## src/include/async_serial_pkg.sv

```systemverilog
package async_serial_pkg;

    // ************************************************************
    // i/o space offsets
    // ************************************************************
    localparam logic [7:0] CTRL_B0_OFS     = 8'h02;
    localparam logic [7:0] CTRL_B1_OFS     = 8'h03;
    localparam logic [7:0] EXT_CTRL0_OFS   = 8'h12;
    localparam logic [7:0] TIME_CONST_L0_OFS = 8'h1A;
    localparam logic [7:0] TIME_CONST_H0_OFS = 8'h1B;

    // ************************************************************
    // control register b fields
    // ************************************************************
    localparam int CTS_PRESCALE_POS = 5;
    localparam int PARITY_ODD_POS   = 4;
    localparam int DIVIDE_RATIO_POS = 3;
    localparam int SRC_SEL_MSB      = 2;
    localparam int SRC_SEL_LSB      = 0;
    localparam logic [7:0] CTRL_B_RESET = 8'h07;
    localparam logic [2:0] SRC_EXTERNAL = 3'h7;

    // ************************************************************
    // extension control fields
    // ************************************************************
    localparam int EXT_X1_CLK_POS     = 4;
    localparam int EXT_COUNTER16_POS  = 3;
    localparam int EXT_SEND_BREAK_POS = 0;
    localparam logic [7:0] EXT_CTRL_RESET   = 8'h00;
    localparam logic [7:0] TIME_CONST_RESET = 8'h00;

    // ************************************************************
    // divider figures
    // ************************************************************
    localparam logic [4:0] PRESCALE_LO = 5'h0A;
    localparam logic [4:0] PRESCALE_HI = 5'h1E;
    localparam logic [5:0] RATIO_LO    = 6'h10 - 6'h01;
    localparam logic [5:0] RATIO_HI    = 6'h3F;

endpackage

```

## src/hw/baud_divider.sv

```systemverilog
`timescale 1ns/1ps

module baud_divider
(
    // clock and reset
    input  wire logic        clk_sys_i,
    input  wire logic        rst_n_i,
    input  wire logic        clk_en_i,
    // settings
    input  wire logic        prescale_sel_i,
    input  wire logic        divide_ratio_i,
    input  wire logic [2:0]  source_sel_i,
    input  wire logic        counter16_i,
    input  wire logic [15:0] time_const_i,
    input  wire logic        x1_clk_i,
    // external clock edge, already synchronised
    input  wire logic        ext_edge_i,
    // ticks
    output logic             sample_tick_o,
    output logic             bit_tick_o
);

    logic [4:0]  pre_cnt_reg;
    logic [5:0]  spd_cnt_reg;
    logic [15:0] tc_cnt_reg;
    logic [5:0]  ratio_cnt_reg;
    logic [4:0]  pre_lim;
    logic [5:0]  spd_lim;
    logic [5:0]  ratio_lim;
    logic        pre_tick;
    logic        spd_tick;
    logic        tc_tick;
    logic        ext_sel;

    assign ext_sel   = (source_sel_i == async_serial_pkg::SRC_EXTERNAL);
    assign pre_lim   = (prescale_sel_i ? async_serial_pkg::PRESCALE_HI
                                       : async_serial_pkg::PRESCALE_LO)
                       - 5'h01;
    assign pre_tick  = (pre_cnt_reg == pre_lim);
    assign spd_lim   = 6'((7'h01 << source_sel_i) - 7'h01);
    assign spd_tick  = pre_tick && (spd_cnt_reg == spd_lim);
    assign tc_tick   = (tc_cnt_reg == time_const_i);
    assign ratio_lim = divide_ratio_i ? async_serial_pkg::RATIO_HI
                                      : async_serial_pkg::RATIO_LO;

    // external source bypasses prescaler and speed stage
    always_comb
    begin
        if (ext_sel)
            sample_tick_o = ext_edge_i;
        else if (counter16_i)
            sample_tick_o = tc_tick;
        else
            sample_tick_o = spd_tick;
    end

    assign bit_tick_o = (ext_sel && x1_clk_i) ? ext_edge_i
                      : (sample_tick_o && ratio_cnt_reg == ratio_lim);

    always_ff @(posedge clk_sys_i or negedge rst_n_i)
    begin
        if (!rst_n_i)
            pre_cnt_reg <= 5'h00;
        else if (clk_en_i)
            pre_cnt_reg <= pre_tick ? 5'h00 : pre_cnt_reg + 5'h01;
    end

    always_ff @(posedge clk_sys_i or negedge rst_n_i)
    begin
        if (!rst_n_i)
            spd_cnt_reg <= 6'h00;
        else if (clk_en_i && pre_tick)
            spd_cnt_reg <= spd_tick ? 6'h00 : spd_cnt_reg + 6'h01;
    end

    always_ff @(posedge clk_sys_i or negedge rst_n_i)
    begin
        if (!rst_n_i)
            tc_cnt_reg <= 16'h0000;
        else if (clk_en_i)
            tc_cnt_reg <= tc_tick ? 16'h0000 : tc_cnt_reg + 16'h0001;
    end

    always_ff @(posedge clk_sys_i or negedge rst_n_i)
    begin
        if (!rst_n_i)
            ratio_cnt_reg <= 6'h00;
        else if (clk_en_i && sample_tick_o)
            ratio_cnt_reg <= (ratio_cnt_reg == ratio_lim) ? 6'h00
                           : ratio_cnt_reg + 6'h01;
    end

endmodule

```

## src/hw/async_serial_baud_control.sv

```systemverilog
`timescale 1ns/1ps

// How it works
// - reading the cts/prescale bit returns the clear-to-send pin level.
// - a high clear-to-send pin holds the transmit-empty flag at zero; on channel 1 only with its cts pin select set.
// - channel 1 readback is valid only with its cts pin select set.
// - reset does not change the clear-to-send readback value.
// - written prescale bit picks system clock divide by 10 or 30.
// - reset clears the written prescale select to zero.
// - parity sense picks even at 0, odd at 1; reset clears it.
// - parity sense never decides whether parity is used.
// - divide ratio bit picks sampling divide by 16 or 64.
// - reset clears the divide ratio bit.
// - source select codes 0 to 6 divide by 1..64; 7 external.
// - reset sets source select to the external clock code.
// - during reset the shared pins are clock inputs.
// - dma channel 0 memory/io mode makes channel 0 pin a dma request.
// - channel 1 clock pin disable makes that pin the dma end output.
// - bit clock follows system clock, prescale, ratio and source select.
// - channel 0 extension register at 12H, all bits reset to zero.
// - counter mode bit enables a 16-bit baud counter.
// - send break forces the transmit data pin low.
module async_serial_baud_control
(
    // clock and reset
    input  wire logic       clk_sys_i,
    input  wire logic       rst_n_i,
    input  wire logic       clk_en_i,
    // internal i/o space
    input  wire logic [7:0] io_addr_i,
    input  wire logic       io_wr_i,
    input  wire logic       io_rd_i,
    input  wire logic [7:0] io_wdata_i,
    output logic      [7:0] io_rdata_o,
    // modem pins, active low
    input  wire logic       cts0_n_i,
    input  wire logic       cts1_n_i,
    // shared clock pins
    input  wire logic       chan0_clock_pin_i,
    input  wire logic       chan1_clock_pin_i,
    output logic            chan1_clock_pin_o,
    output logic            chan1_clock_pin_oe_o,
    // dma controller side
    input  wire logic       dma0_mem_io_i,
    input  wire logic       dma_end0_n_i,
    output logic            dma_request0_n_o,
    // other control bits
    input  wire logic       chan1_cts_pin_select_i,
    input  wire logic       chan1_clock_pin_disable_i,
    input  wire logic [1:0] parity_enable_bit_i,
    // transmit shifter side
    input  wire logic [1:0] tx_buf_empty_i,
    input  wire logic       tx_serial_i,
    output logic      [1:0] tx_empty_flag_o,
    output logic            tx_data_pin_o,
    // line options: parity per channel, extension register for channel 0 only
    output logic      [1:0] parity_odd_select_o,
    output logic      [1:0] parity_check_o,
    output logic      [7:0] ext_ctrl0_o,
    // ticks per channel
    output logic      [1:0] sample_tick_o,
    output logic      [1:0] bit_tick_o
);

    // ************************************************************
    // pin synchronisers
    // ************************************************************
    // no reset here: the readback must not be disturbed by reset
    logic [1:0] cts_meta_reg;
    logic [1:0] cts_sync_reg;
    logic [1:0] ck_meta_reg;
    logic [1:0] ck_sync_reg;
    logic [1:0] ck_last_reg;

    always_ff @(posedge clk_sys_i)
    begin
        if (clk_en_i)
        begin
            cts_meta_reg <= {cts1_n_i, cts0_n_i};
            cts_sync_reg <= cts_meta_reg;
        end
    end

    // third stage only feeds the rising edge detector
    always_ff @(posedge clk_sys_i)
    begin
        if (clk_en_i)
        begin
            ck_meta_reg <= {chan1_clock_pin_i, chan0_clock_pin_i};
            ck_sync_reg <= ck_meta_reg;
            ck_last_reg <= ck_sync_reg;
        end
    end

    // ************************************************************
    // registers
    // ************************************************************
    logic [7:0]  ctrl_b_reg [2];
    logic [7:0]  ext_ctrl0_reg;
    logic [15:0] time_const0_reg;
    logic [1:0]  cts_high;
    logic [1:0]  ext_edge;
    logic [1:0]  pin_is_clock;

    // channel 1 pin level only counts when the pin carries cts
    assign cts_high[0] = cts_sync_reg[0];
    assign cts_high[1] = cts_sync_reg[1] && chan1_cts_pin_select_i;

    // a shared pin feeds the divider only while it is a clock input
    assign pin_is_clock[0] = !dma0_mem_io_i;
    assign pin_is_clock[1] = !chan1_clock_pin_disable_i;
    assign ext_edge = ck_sync_reg & ~ck_last_reg & pin_is_clock;

    always_ff @(posedge clk_sys_i or negedge rst_n_i)
    begin
        if (!rst_n_i)
        begin
            ctrl_b_reg[0] <= async_serial_pkg::CTRL_B_RESET;
            ctrl_b_reg[1] <= async_serial_pkg::CTRL_B_RESET;
        end
        else if (clk_en_i && io_wr_i)
        begin
            if (io_addr_i == async_serial_pkg::CTRL_B0_OFS)
                ctrl_b_reg[0] <= io_wdata_i;
            if (io_addr_i == async_serial_pkg::CTRL_B1_OFS)
                ctrl_b_reg[1] <= io_wdata_i;
        end
    end

    always_ff @(posedge clk_sys_i or negedge rst_n_i)
    begin
        if (!rst_n_i)
            ext_ctrl0_reg <= async_serial_pkg::EXT_CTRL_RESET;
        else if (clk_en_i && io_wr_i
                 && io_addr_i == async_serial_pkg::EXT_CTRL0_OFS)
            ext_ctrl0_reg <= io_wdata_i;
    end

    always_ff @(posedge clk_sys_i or negedge rst_n_i)
    begin
        if (!rst_n_i)
            time_const0_reg <= {2{async_serial_pkg::TIME_CONST_RESET}};
        else if (clk_en_i && io_wr_i)
        begin
            if (io_addr_i == async_serial_pkg::TIME_CONST_L0_OFS)
                time_const0_reg[7:0] <= io_wdata_i;
            if (io_addr_i == async_serial_pkg::TIME_CONST_H0_OFS)
                time_const0_reg[15:8] <= io_wdata_i;
        end
    end

    // ************************************************************
    // read port
    // ************************************************************
    logic [7:0] rd_mux;

    always_comb
    begin
        rd_mux = 8'h00;
        case (io_addr_i)
            async_serial_pkg::CTRL_B0_OFS:
            begin
                rd_mux = ctrl_b_reg[0];
                rd_mux[async_serial_pkg::CTS_PRESCALE_POS] = cts_high[0];
            end
            async_serial_pkg::CTRL_B1_OFS:
            begin
                rd_mux = ctrl_b_reg[1];
                rd_mux[async_serial_pkg::CTS_PRESCALE_POS] = cts_high[1];
            end
            async_serial_pkg::EXT_CTRL0_OFS:
                rd_mux = ext_ctrl0_reg;
            async_serial_pkg::TIME_CONST_L0_OFS:
                rd_mux = time_const0_reg[7:0];
            async_serial_pkg::TIME_CONST_H0_OFS:
                rd_mux = time_const0_reg[15:8];
            default:
                rd_mux = 8'h00;
        endcase
    end

    always_ff @(posedge clk_sys_i or negedge rst_n_i)
    begin
        if (!rst_n_i)
            io_rdata_o <= 8'h00;
        else if (clk_en_i && io_rd_i)
            io_rdata_o <= rd_mux;
    end

    // ************************************************************
    // baud generators
    // ************************************************************
    logic [1:0] samp_raw;
    logic [1:0] bit_raw;

    genvar ch;
    generate
        for (ch = 0; ch < 2; ch++)
        begin : g_chan
            // only channel 0 has the extension and time constant bits
            baud_divider u_div
            (
                .clk_sys_i      (clk_sys_i),
                .rst_n_i        (rst_n_i),
                .clk_en_i       (clk_en_i),
                .prescale_sel_i (ctrl_b_reg[ch]
                                 [async_serial_pkg::CTS_PRESCALE_POS]),
                .divide_ratio_i (ctrl_b_reg[ch]
                                 [async_serial_pkg::DIVIDE_RATIO_POS]),
                .source_sel_i   (ctrl_b_reg[ch]
                                 [async_serial_pkg::SRC_SEL_MSB:
                                  async_serial_pkg::SRC_SEL_LSB]),
                .counter16_i    ((ch == 0) && ext_ctrl0_reg
                                 [async_serial_pkg::EXT_COUNTER16_POS]),
                .time_const_i   (time_const0_reg),
                .x1_clk_i       ((ch == 0) && ext_ctrl0_reg
                                 [async_serial_pkg::EXT_X1_CLK_POS]),
                .ext_edge_i     (ext_edge[ch]),
                .sample_tick_o  (samp_raw[ch]),
                .bit_tick_o     (bit_raw[ch])
            );

            always_ff @(posedge clk_sys_i or negedge rst_n_i)
            begin
                if (!rst_n_i)
                    tx_empty_flag_o[ch] <= 1'b0;
                else if (clk_en_i)
                    tx_empty_flag_o[ch] <= tx_buf_empty_i[ch]
                                           && !cts_high[ch];
            end

            // enable follows control a only, never the sense bit
            always_ff @(posedge clk_sys_i or negedge rst_n_i)
            begin
                if (!rst_n_i)
                begin
                    parity_odd_select_o[ch] <= 1'b0;
                    parity_check_o[ch]      <= 1'b0;
                end
                else if (clk_en_i)
                begin
                    parity_odd_select_o[ch] <= ctrl_b_reg[ch]
                        [async_serial_pkg::PARITY_ODD_POS];
                    parity_check_o[ch] <= parity_enable_bit_i[ch];
                end
            end

            always_ff @(posedge clk_sys_i or negedge rst_n_i)
            begin
                if (!rst_n_i)
                begin
                    sample_tick_o[ch] <= 1'b0;
                    bit_tick_o[ch]    <= 1'b0;
                end
                else if (clk_en_i)
                begin
                    sample_tick_o[ch] <= samp_raw[ch];
                    bit_tick_o[ch]    <= bit_raw[ch];
                end
            end
        end
    endgenerate

    // ************************************************************
    // pins
    // ************************************************************
    // channel 1 pin stays an input unless dma end owns it
    always_ff @(posedge clk_sys_i or negedge rst_n_i)
    begin
        if (!rst_n_i)
        begin
            chan1_clock_pin_oe_o <= 1'b0;
            chan1_clock_pin_o    <= 1'b1;
        end
        else if (clk_en_i)
        begin
            chan1_clock_pin_oe_o <= chan1_clock_pin_disable_i;
            chan1_clock_pin_o    <= dma_end0_n_i;
        end
    end

    always_ff @(posedge clk_sys_i or negedge rst_n_i)
    begin
        if (!rst_n_i)
            dma_request0_n_o <= 1'b1;
        else if (clk_en_i)
            dma_request0_n_o <= dma0_mem_io_i ? ck_sync_reg[0]
                                              : 1'b1;
    end

    // break overrides whatever the shifter is sending
    always_ff @(posedge clk_sys_i or negedge rst_n_i)
    begin
        if (!rst_n_i)
            tx_data_pin_o <= 1'b1;
        else if (clk_en_i)
            tx_data_pin_o <= tx_serial_i && !ext_ctrl0_reg
                             [async_serial_pkg::EXT_SEND_BREAK_POS];
    end

    always_ff @(posedge clk_sys_i or negedge rst_n_i)
    begin
        if (!rst_n_i)
            ext_ctrl0_o <= async_serial_pkg::EXT_CTRL_RESET;
        else if (clk_en_i)
            ext_ctrl0_o <= ext_ctrl0_reg;
    end

endmodule

```

## config.mk

```make
export PLATFORM = sky130hd
export DESIGN_NAME = async_serial_baud_control
export DESIGN_NICKNAME = d
export VERILOG_FILES = /design/src/include/async_serial_pkg.sv /design/src/hw/baud_divider.sv /design/src/hw/async_serial_baud_control.sv
export SDC_FILE = /design/constraint.sdc
export NUM_CORES = 1
export LEC_CHECK = 0
export BUFFER_PORTS_ARGS = -buffer_cell sky130_fd_sc_hd__buf_2
export CORE_ASPECT_RATIO = 0.6
export CORE_MARGIN = 2
export CORE_UTILIZATION = 29
export CTS_BUF_LIST = sky130_fd_sc_hd__clkbuf_16
export CTS_CLUSTER_DIAMETER = 40
export DETAILED_ROUTE_END_ITERATION = 10
export SYNTH_ARGS = -nofsm -noshare
export SYNTH_HDL_FRONTEND = slang
export SYNTH_SLANG_ARGS = --single-unit
```

## constraint.sdc

```tcl
create_clock -name clk_sys_i -period 3.7 [get_ports clk_sys_i]
set_input_delay 0.185 -clock clk_sys_i [delete_from_list [all_inputs] [get_ports clk_sys_i]]
set_output_delay 0.185 -clock clk_sys_i [all_outputs]
set_load 0.02 [all_outputs]
```

=== Word-level counts from Yosys, hierarchy flattened ===
Cells that the tools add are included.

* Reduce and logical (&&, ||, !) cells: 25
* Multiplexer cells: 17
* Equality and inequality tests: 14
* Shift operators: 2
* Bitwise operators: 3
* Add/subtract/negate cells: 11

{| class="wikitable"
|+ Operator list
! operator !! number
|-
| one-hot mux 8 bit (5 select lines) || 1
|-
| 2-to-1 mux 6 bit || 6
|-
| adder 6 x 1 -> 6 bit, second input constant || 4
|-
| equality test 6 bit || 4
|-
| equality test 8 x 5 -> 1 bit, second input constant || 3
|-
| 2-to-1 mux 5 bit || 4
|-
| adder 16 x 1 -> 16 bit, second input constant || 1
|-
| equality test 16 bit || 1
|-
| equality test 8 x 2 -> 1 bit, second input constant || 2
|-
| logical AND 1 bit || 16
|-
| 2-to-1 mux 16 bit || 1
|-
| << shifter 1 x 3 -> 6 bit, first input constant || 2
|-
| subtractor 6 x 1 -> 6 bit, second input constant || 2
|-
| adder 5 x 1 -> 5 bit, second input constant || 2
|-
| equality test 5 bit || 2
|-
| subtractor 5 x 1 -> 5 bit, second input constant || 2
|-
| AND reduction 2 bit || 4
|-
| equality test 3 bit, second input constant || 2
|-
| logical NOT 1 bit || 5
|-
| 2-to-1 mux 1 bit || 5
|-
| bitwise AND 2 bit || 2
|-
| NOT 2 bit || 1
|}

* Register bits after elaboration: 130
* Input port bits: 34
* Output and inout port bits: 30

=== Longest topological paths before layout ===
Gate-level depths: netlist of run 1.

* Word-level depth: 8
* Gate-level depth with buffers: 10

=== By module ===
Synthesis of run 1 repeated with hierarchy kept, for this count alone.

* Cells, all modules: 690
* Area, all modules: 7,583.5 um2

{| class="wikitable"
|+ Modules (own cells, without submodules)
! module !! times used !! area each (um2) !! cells an instance
|-
| baud_divider || 2 || 2,074.5 || 226
|-
| async_serial_baud_control || 1 || 3,434.5 || 238
|}

=== Least setup slack after synthesis of run 1 ===
Ideal clock, no wire load.

* Path kind: reg-to-reg
* Start: register ctrl_b_reg[1] in the netlist's numbering
* End: register g_chan[1].u_div.ratio_cnt_reg[4]
* Path slack: 0.665 ns
* Stages on the path, launching flop included: 10
* Data arrival time: 2.908 ns
* Cell sequence: dfstp_2 buf_4 or3_2 ha_1 or4b_2 o211ai_1 xnor2_1 nand3b_4 a211oi_1 mux2_1

* Word-level cells in the longest chain between the ends: 6

{| class="wikitable"
|+ RTL lines
! item !! RTL line !! source
|-
| from (decl) || async_serial_baud_control.sv:98 || <nowiki>logic [7:0] ctrl_b_reg [2];</nowiki>
|-
| << shifter 1 x 3 -> 6 bit || baud_divider.sv:40 || <nowiki>assign spd_lim = 6'((7'h01 << source_sel_i) - 7'h01);</nowiki>
|-
| subtractor 6 x 1 -> 6 bit || baud_divider.sv:40 ||
|-
| equality test 6 bit || baud_divider.sv:41 || <nowiki>assign spd_tick = pre_tick && (spd_cnt_reg == spd_lim);</nowiki>
|-
| logical AND 1 bit || baud_divider.sv:41 ||
|-
| 2-to-1 mux 1 bit (*) || baud_divider.sv:49 || <nowiki>if (ext_sel)</nowiki>
|-
| logical AND 1 bit (*) || baud_divider.sv:88 || <nowiki>else if (clk_en_i && sample_tick_o)</nowiki>
|-
| to (signal assigned) || baud_divider.sv:89 || <nowiki>ratio_cnt_reg <= (ratio_cnt_reg == ratio_lim) ? 6'h00</nowiki>
|-
| to (decl) || baud_divider.sv:26 || <nowiki>logic [5:0] ratio_cnt_reg;</nowiki>
|}

Mark *: on every way between the ends. The rest lies on a longest branch, timed or not.
A chain may end at the register's enable or synchronous reset.

=== Final worst setup path of run 1 ===
Same ends and word-level chain as after synthesis.

==> results of run 1 <==
[metal layers]
| layer | vias to the layer above | share of wire | global-route usage |
|---|---|---|---|
| li1 | 2256 | - | - |
| met1 | 2278 | 0.55 | 0.224 |
| met2 | 124 | 0.38 | 0.177 |
| met3 | 18 | 0.060 | 0.0382 |
| met4 | 0 | 0.013 | 0.0462 |
| met5 | - | 0 | 0 |
[per-stage QoR]
step | util | cell area (um^2)
floorplan | - | 6320
global placement | 0.330 | 6990
detailed placement | 0.330 | 6990
CTS | 0.365 | 7730
global route | 0.365 | 7730
finish | 0.365 | 7730
[worst max-delay path by stage]
| stage | start | endpoint | slack [ps] |
|---|---|---|---|
| after floorplan | ctrl_b_reg[1] | g_chan[1].u_div.ratio_cnt_reg[4] | 660 |
| after global placement | ctrl_b_reg[1] | g_chan[1].u_div.ratio_cnt_reg[4] | 650 |
| final | ctrl_b_reg[1] | g_chan[1].u_div.ratio_cnt_reg[4] | 620 |
| after detailed placement | ctrl_b_reg[1] | g_chan[1].u_div.ratio_cnt_reg[4] | 610 |
| after global routing | ctrl_b_reg[1] | g_chan[1].u_div.ratio_cnt_reg[4] | 460 |
| after CTS | ctrl_b_reg[1] | g_chan[1].u_div.ratio_cnt_reg[4] | 610 |
[cell families (layout without fill, tap and decap cells)]
| logic type | count (synthesis) | after routing | synth area share |
|---|---|---|---|
| AND/OR/NAND/NOR | 188 | 188 | 0.160 |
| AO/OA/AOI/OAI | 113 | 113 | 0.121 |
| multiplexers | 61 | 61 | 0.108 |
| buffers and inverters | 27 | 127 | 0.0194 |
| adder cells (fa/ha/maj) | 10 | 10 | 0.0198 |
| XOR/XNOR | 34 | 34 | 0.0471 |
| flip-flops | 130 | 130 | 0.524 |
[power by group]
group | switching, uW | total, uW | internal (uW)
sequential | 230 | 1870 | 1640
clock | 659 | 1780 | 1120
combinational | 417 | 771 | 354
[layout make-up]
cell class                      instances  area [um^2]  share of cell area
Sequential cell                       130         3310               0.429
Clock buffer                           17          425              0.0550
Inverter                                9         33.8             0.00437
Clock inverter                         15          190              0.0246
Timing Repair Buffer                   86          533              0.0690
Tap cell                              279          349              0.0452
Multi-Input combinational cell        406         2880               0.373
[repair_timing]
action / in CTS / in global routing
hold buffers: 12 / 0
endpoints found under the hold margin: 73 / 0
resized for setup: 0 / 0
[worst max-delay path, stage by stage, from the launching register on]
cell and delay [ps]:
dfstp_2 420, or3_2 480, ha_1 260, or4b_2 610
o211ai_1 120, xnor2_1 260, nand3b_4 190, a211oi_1 290
mux2_1 340
[cells in the mapped netlist, types with 3 or more instances]
cell         n  share of area
nand4_1      6         0.0059
or2_2        3         0.0030
nor2_1      42          0.025
a222oi_1     7          0.011
buf_4        3         0.0036
and2_1       5         0.0049
a22o_1       8          0.011
nor3_1       9         0.0071
nor2b_1     12          0.012
nor4_2       3         0.0059
xnor2_1     25          0.035
dfstp_2      9          0.037
nand2_1     37          0.022
a21o_1       7         0.0083
o31ai_1      5         0.0059
a211oi_1     4         0.0048
dfrtp_1    111           0.44
inv_1        9         0.0053
buf_1        3         0.0018
nor4_1       4         0.0040
or3_1        8         0.0079
nand3_1     31          0.025
o21ai_0     30          0.024
ha_1        10          0.020
o2bb2ai_1    3         0.0042
nand2b_1     8         0.0079
and3_1       6         0.0059
mux2_2      57           0.10
a22oi_1      8         0.0095
a31oi_1     11          0.011
clkbuf_1     9         0.0053
mux2i_1      3         0.0048
edfxtp_1    10          0.048
a21oi_1     16          0.013
xor2_1       9          0.012
==> flow_metrics.py, run 1 <==
metrics = {
    "routing": {
        "avgViaCountPerCell": 4.96,
        "vias": 4676,
        "drt_wl_total_um": 15400,
        "wl_per_cell_um": 16.4,
        "dr.pass1.iters": 5,
        "ant_nets": 0,
        "drtIter0Drc": 375,
        "drc": 0,
    },
    "worst_hold_path": {
        "worstHoldStart": "chan1_clock_pin_disable_i",
        "hold_path_depth": 2,
        "hold_path_end": "chan1_clock_pin_oe_o",
        "min_path_type": "input port to flop",
    },
    "finish": {
        "nFillCells": 2093,
        "antenna_cells": 0,
        "final_layout_size_suffix_gt1_frac": 0.284,
        "final_cell_mix": "dfrtp_1, buf_2, mux2_2",
        "final_common_cell": "dfrtp_1",
        "stdcell_count": 942,
        "area_delta_synth_final_pct": 22.3,
        "finalNetCount": 694,
    },
    "die": {
        "io_pins": 64,
        "die_area_mm2": 0.0230,
        "num_rows": 41,
        "die_width_um": 195,
        "core_mm2": 0.0212,
        "initial_core_util": 0.298,
        "die_h_um": 118,
    },
    "worst_setup_path": {
        "path_class": "flop to flop",
        "reg2reg_setup_slack_ps": 620,
        "end_kind": "flop",
        "r2r-start": "ctrl_b_reg[1]",
        "r2r-end": "g_chan[1].u_div.ratio_cnt_reg[4]",
        "rr_worst_depth": 8,
        "worstSetupStartpointType": "flop",
        "required_ps": 4000,
        "critPathMaxFanout": 11,
        "worstPathArrival_ps": 3380,
    },
    "clocking": {
        "cts.sinks": 130,
        "clkLatencyLatePin_ps": 420,
        "cts_max_level": 4,
        "clkTransAtPathRegs_ps": 60,
        "postCtsSetupBuffers": 0,
        "cts_made_buffers": 17,
        "cts_tree": "built",
        "clk_path_buf_depth": 2,
        "cts_root_buffer": "clkbuf_16",
    },
    "timing": {
        "worst_hold_slack_ps": 18.9,
        "setup_viol": 0,
        "fin_skew_ps": 9.61,
        "tightest_slew_ps": 1020,
        "hold_viol": 0,
        "fin_crit_ps": 3080,
        "fmaxAchievable_ghz": 0.325,
        "rsz0062_at_grt": "false",
        "slew-limit-headroom": 0.320,
        "tns_ps": 0,
        "post-route-period-util": 0.832,
        "worst_slack_ps": 620,
        "final_max_slew_viol_count": 0,
    },
    "logic_synthesis": {
        "syn_inst": 563,
        "synth.distinct_cells": 62,
        "synth_nets": 607,
        "synth-seq-cells": 130,
        "synth_edf_count": 10,
        "synth_top_flop_cell": "dfrtp_1",
        "synth.avg_cell_area_um2": 11.2,
        "synthArstFlopShare": 0.923,
        "ys_warn_count": 0,
        "netlist_area_mm2": 0.00632,
        "synth_seq_area_share": 0.524,
    },
    "global_routing": {
        "grt_max_degree": 77,
        "grt_pass1_vias": 4473,
        "antenna_found_initial": 0,
        "grt_pass1_wl_um": 25200,
        "overflow": 0,
        "gr-usage-all-layers": 0.141,
    },
    "outcome": {
        "status": "finished, final reports clean",
    },
    "pwr": {
        "p_per_area_mw_per_mm2": 572,
        "p_total_uw": 4420,
        "p_leak_uw": 0.00339,
        "ir_worst_vdd_uv": 382,
    },
    "placed_design": {
        "routabilityCongestion": 0.791,
        "dp_slack_ps": 614,
        "hpwl_um": 10800,
        "place_inst": 898,
        "port_buffers": 63,
    },
    "job": {
        "max-cap-violations": 0,
    },
}
No activity file was read; power rests on OpenSTA's default activity.
==> run 2, diff against run 1 <==
Settings changed: ABC_AREA set to 1.
Clock period 3.7 ns to 2.8 ns, I/O delays scaled along.
==> run 2 against run 1 <==
- via count is 22% higher
- sequential cell count stayed put
- fmax increased by 40%
- clock-buffer cell count unchanged
- largest cell class unchanged
- largest power group unchanged
==> flow_metrics.py, run 2 <==
metrics = {
    "global_routing": {
        "antenna_found_initial": 0,
        "grt_pass1_vias": 5374,
        "grt_max_degree": 59,
        "gr-usage-all-layers": 0.163,
        "overflow": 0,
        "grt_pass1_wl_um": 29600,
    },
    "logic_synthesis": {
        "synth_seq_area_share": 0.503,
        "synth.avg_cell_area_um2": 7.95,
        "synth_top_area_share": 0.421,
        "synth_commonest_cells": "nand2_1, dfrtp_1, inv_1",
        "synth_top_flop_cell": "dfrtp_1",
        "synth_nets": 873,
        "ys_warn_count": 0,
        "synthArstFlopShare": 0.923,
        "syn_inst": 829,
        "netlist_area_mm2": 0.00659,
        "synth.most_common_cell": "nand2_1",
        "synth_top_cell_by_area": "dfrtp_1",
        "synth_edf_count": 10,
        "synth_area_leaders": "dfrtp_1, nand2_1, inv_1",
        "synth.distinct_cells": 43,
        "synth-seq-cells": 130,
    },
    "routing": {
        "dr.pass1.iters": 5,
        "drt_wl_total_um": 18100,
        "wl_per_cell_um": 14.6,
        "drc": 0,
        "avgViaCountPerCell": 4.61,
        "ant_nets": 0,
        "vias": 5709,
        "drtIter0Drc": 483,
    },
    "die": {
        "num_rows": 42,
        "initial_core_util": 0.297,
        "die_width_um": 199,
        "core_mm2": 0.0222,
        "io_pins": 64,
        "die_h_um": 121,
        "die_area_mm2": 0.0240,
    },
    "clocking": {
        "cts_max_level": 4,
        "cts_root_buffer": "clkbuf_16",
        "clk_path_buf_depth": 2,
        "cts_made_buffers": 17,
        "cts_tree": "built",
        "ctsResizeCount": 0,
        "postCtsSetupBuffers": 0,
        "clkTransAtPathRegs_ps": 60,
        "cts.sinks": 130,
        "cts_hold_buffers": 14,
        "clkLatencyLatePin_ps": 420,
    },
    "timing": {
        "tightest_slew_ps": 786,
        "rsz0062_at_grt": "false",
        "hold_viol": 0,
        "final_max_slew_viol_count": 0,
        "tns_ps": 0,
        "fmaxAchievable_ghz": 0.454,
        "slew-limit-headroom": 0.476,
        "fin_crit_ps": 2200,
        "fin_skew_ps": 10.9,
        "setup_viol": 0,
        "post-route-period-util": 0.786,
    },
    "worst_hold_path": {
        "min_path_type": "input port to flop",
    },
    "worst_setup_path": {
        "worstPathArrival_ps": 2500,
        "critPathMaxFanout": 12,
        "required_ps": 3100,
        "end_kind": "flop",
        "worstSetupStartpointType": "flop",
        "path_class": "flop to flop",
    },
    "job": {
        "max-cap-violations": 0,
    },
    "finish": {
        "area_delta_synth_final_pct": 21.8,
        "nFillCells": 2327,
        "multi_input_area_mm2": 0.00276,
        "seq_area_mm2": 0.00331,
        "antenna_cells": 0,
        "finalNetCount": 961,
        "final_common_cell": "nand2_1",
        "final_cell_mix": "nand2_1, inv_1, dfrtp_1",
        "final_layout_size_suffix_gt1_frac": 0.153,
    },
    "outcome": {
        "status": "finished, final reports clean",
    },
    "pwr": {
        "p_total_uw": 5810,
        "p_per_area_mw_per_mm2": 724,
        "p_leak_uw": 0.00393,
        "ir_worst_vdd_uv": 424,
    },
    "placed_design": {
        "port_buffers": 63,
        "hpwl_um": 13600,
        "routabilityCongestion": 0.891,
    },
}
-- run 2: cell count changes in the layout (fill, tap and decap cells not counted), moves of 8 or more --
cell	before	now
xnor2_1	25	5
nor2_1	42	77
nand2b_1	8	0
mux2_2	57	0
nand2_1	37	234
o22ai_1	1	13
inv_1	10	113
nor3_1	9	22
a22oi_1	8	0
a31oi_1	11	1
or3_1	8	0
o21ai_0	30	73
nor2b_1	12	0
nand2_2	0	8
-- run 2: metal layers --
| layer | track usage | vias to the layer above | part of all wire |
|---|---|---|---|
| met5 | 0 | - | 0 |
| met4 | 0.0396 | 0 | 0.0056 |
| met3 | 0.0416 | 11 | 0.096 |
| met2 | 0.199 | 200 | 0.35 |
| met1 | 0.270 | 2656 | 0.55 |
| li1 | - | 2842 | - |
-- run 2: per-stage QoR --
stage                util  instance area [um^2]  instances  worst slack [ps]  hold WS [ps]
finish              0.362                  8030       1238               599          27.1
global route        0.362                  8030       1238               379          44.2
CTS                 0.362                  8030       1238               582          23.6
detailed placement  0.329                  7290       1192               627           267
global placement    0.329                  7290       1192               729           264
floorplan               -                  6590        829               869          -156
-- run 2: worst max-delay path, cell delays in order (launching register included) --
cell,delay [ps]
dfstp_2,590
inv_2,80
nand2_2,90
ha_1,240
xor2_1,130
nand3_1,90
nor2_1,120
nand2_1,100
nor2_4,110
nand2_2,80
nand2_2,80
nand2_2,180
nand2_1,130
o21ai_2,50
-- run 2: report_power, final --
group	leakage, uW	internal, uW	switching [uW]
logic	0.00213	401	684
clock network	0.000311	1470	840
registers	0.00149	2170	250
total	0.00393	4040	1770
-- run 2: worst paths after layout --
path	start	to	slack, ps	depth (start not counted)
worst min-delay path	io_wdata_i[1]	time_const0_reg[9]	30	3
min in group asynchronous	rst_n_i	ext_ctrl0_o[4]	340	2
max in group asynchronous	rst_n_i	ctrl_b_reg[10]	1730	3
worst min register to register	cts_meta_reg[1]	cts_sync_reg[1]	420	0
worst max register to register	ctrl_b_reg[2]	g_chan[1].u_div.ratio_cnt_reg[5]	600	13
worst max-delay path	ctrl_b_reg[2]	g_chan[1].u_div.ratio_cnt_reg[5]	600	13
-- run 2: layout make-up --
class | count | share of cell area
multi-input cells | 566 | 0.343
flip-flops and latches | 130 | 0.413
clock buffers | 17 | 0.0530
well taps | 308 | 0.0480
repair buffers | 85 | 0.0661
clock inverters | 15 | 0.0221
inverters | 117 | 0.0547
-- run 2: cells by family after synthesis --
family,share of synthesized area
compound gates,0.105
flops,0.503
simple gates,0.264
buf+inv,0.0788
fa+ha+maj,0.0190
xor+xnor,0.0304
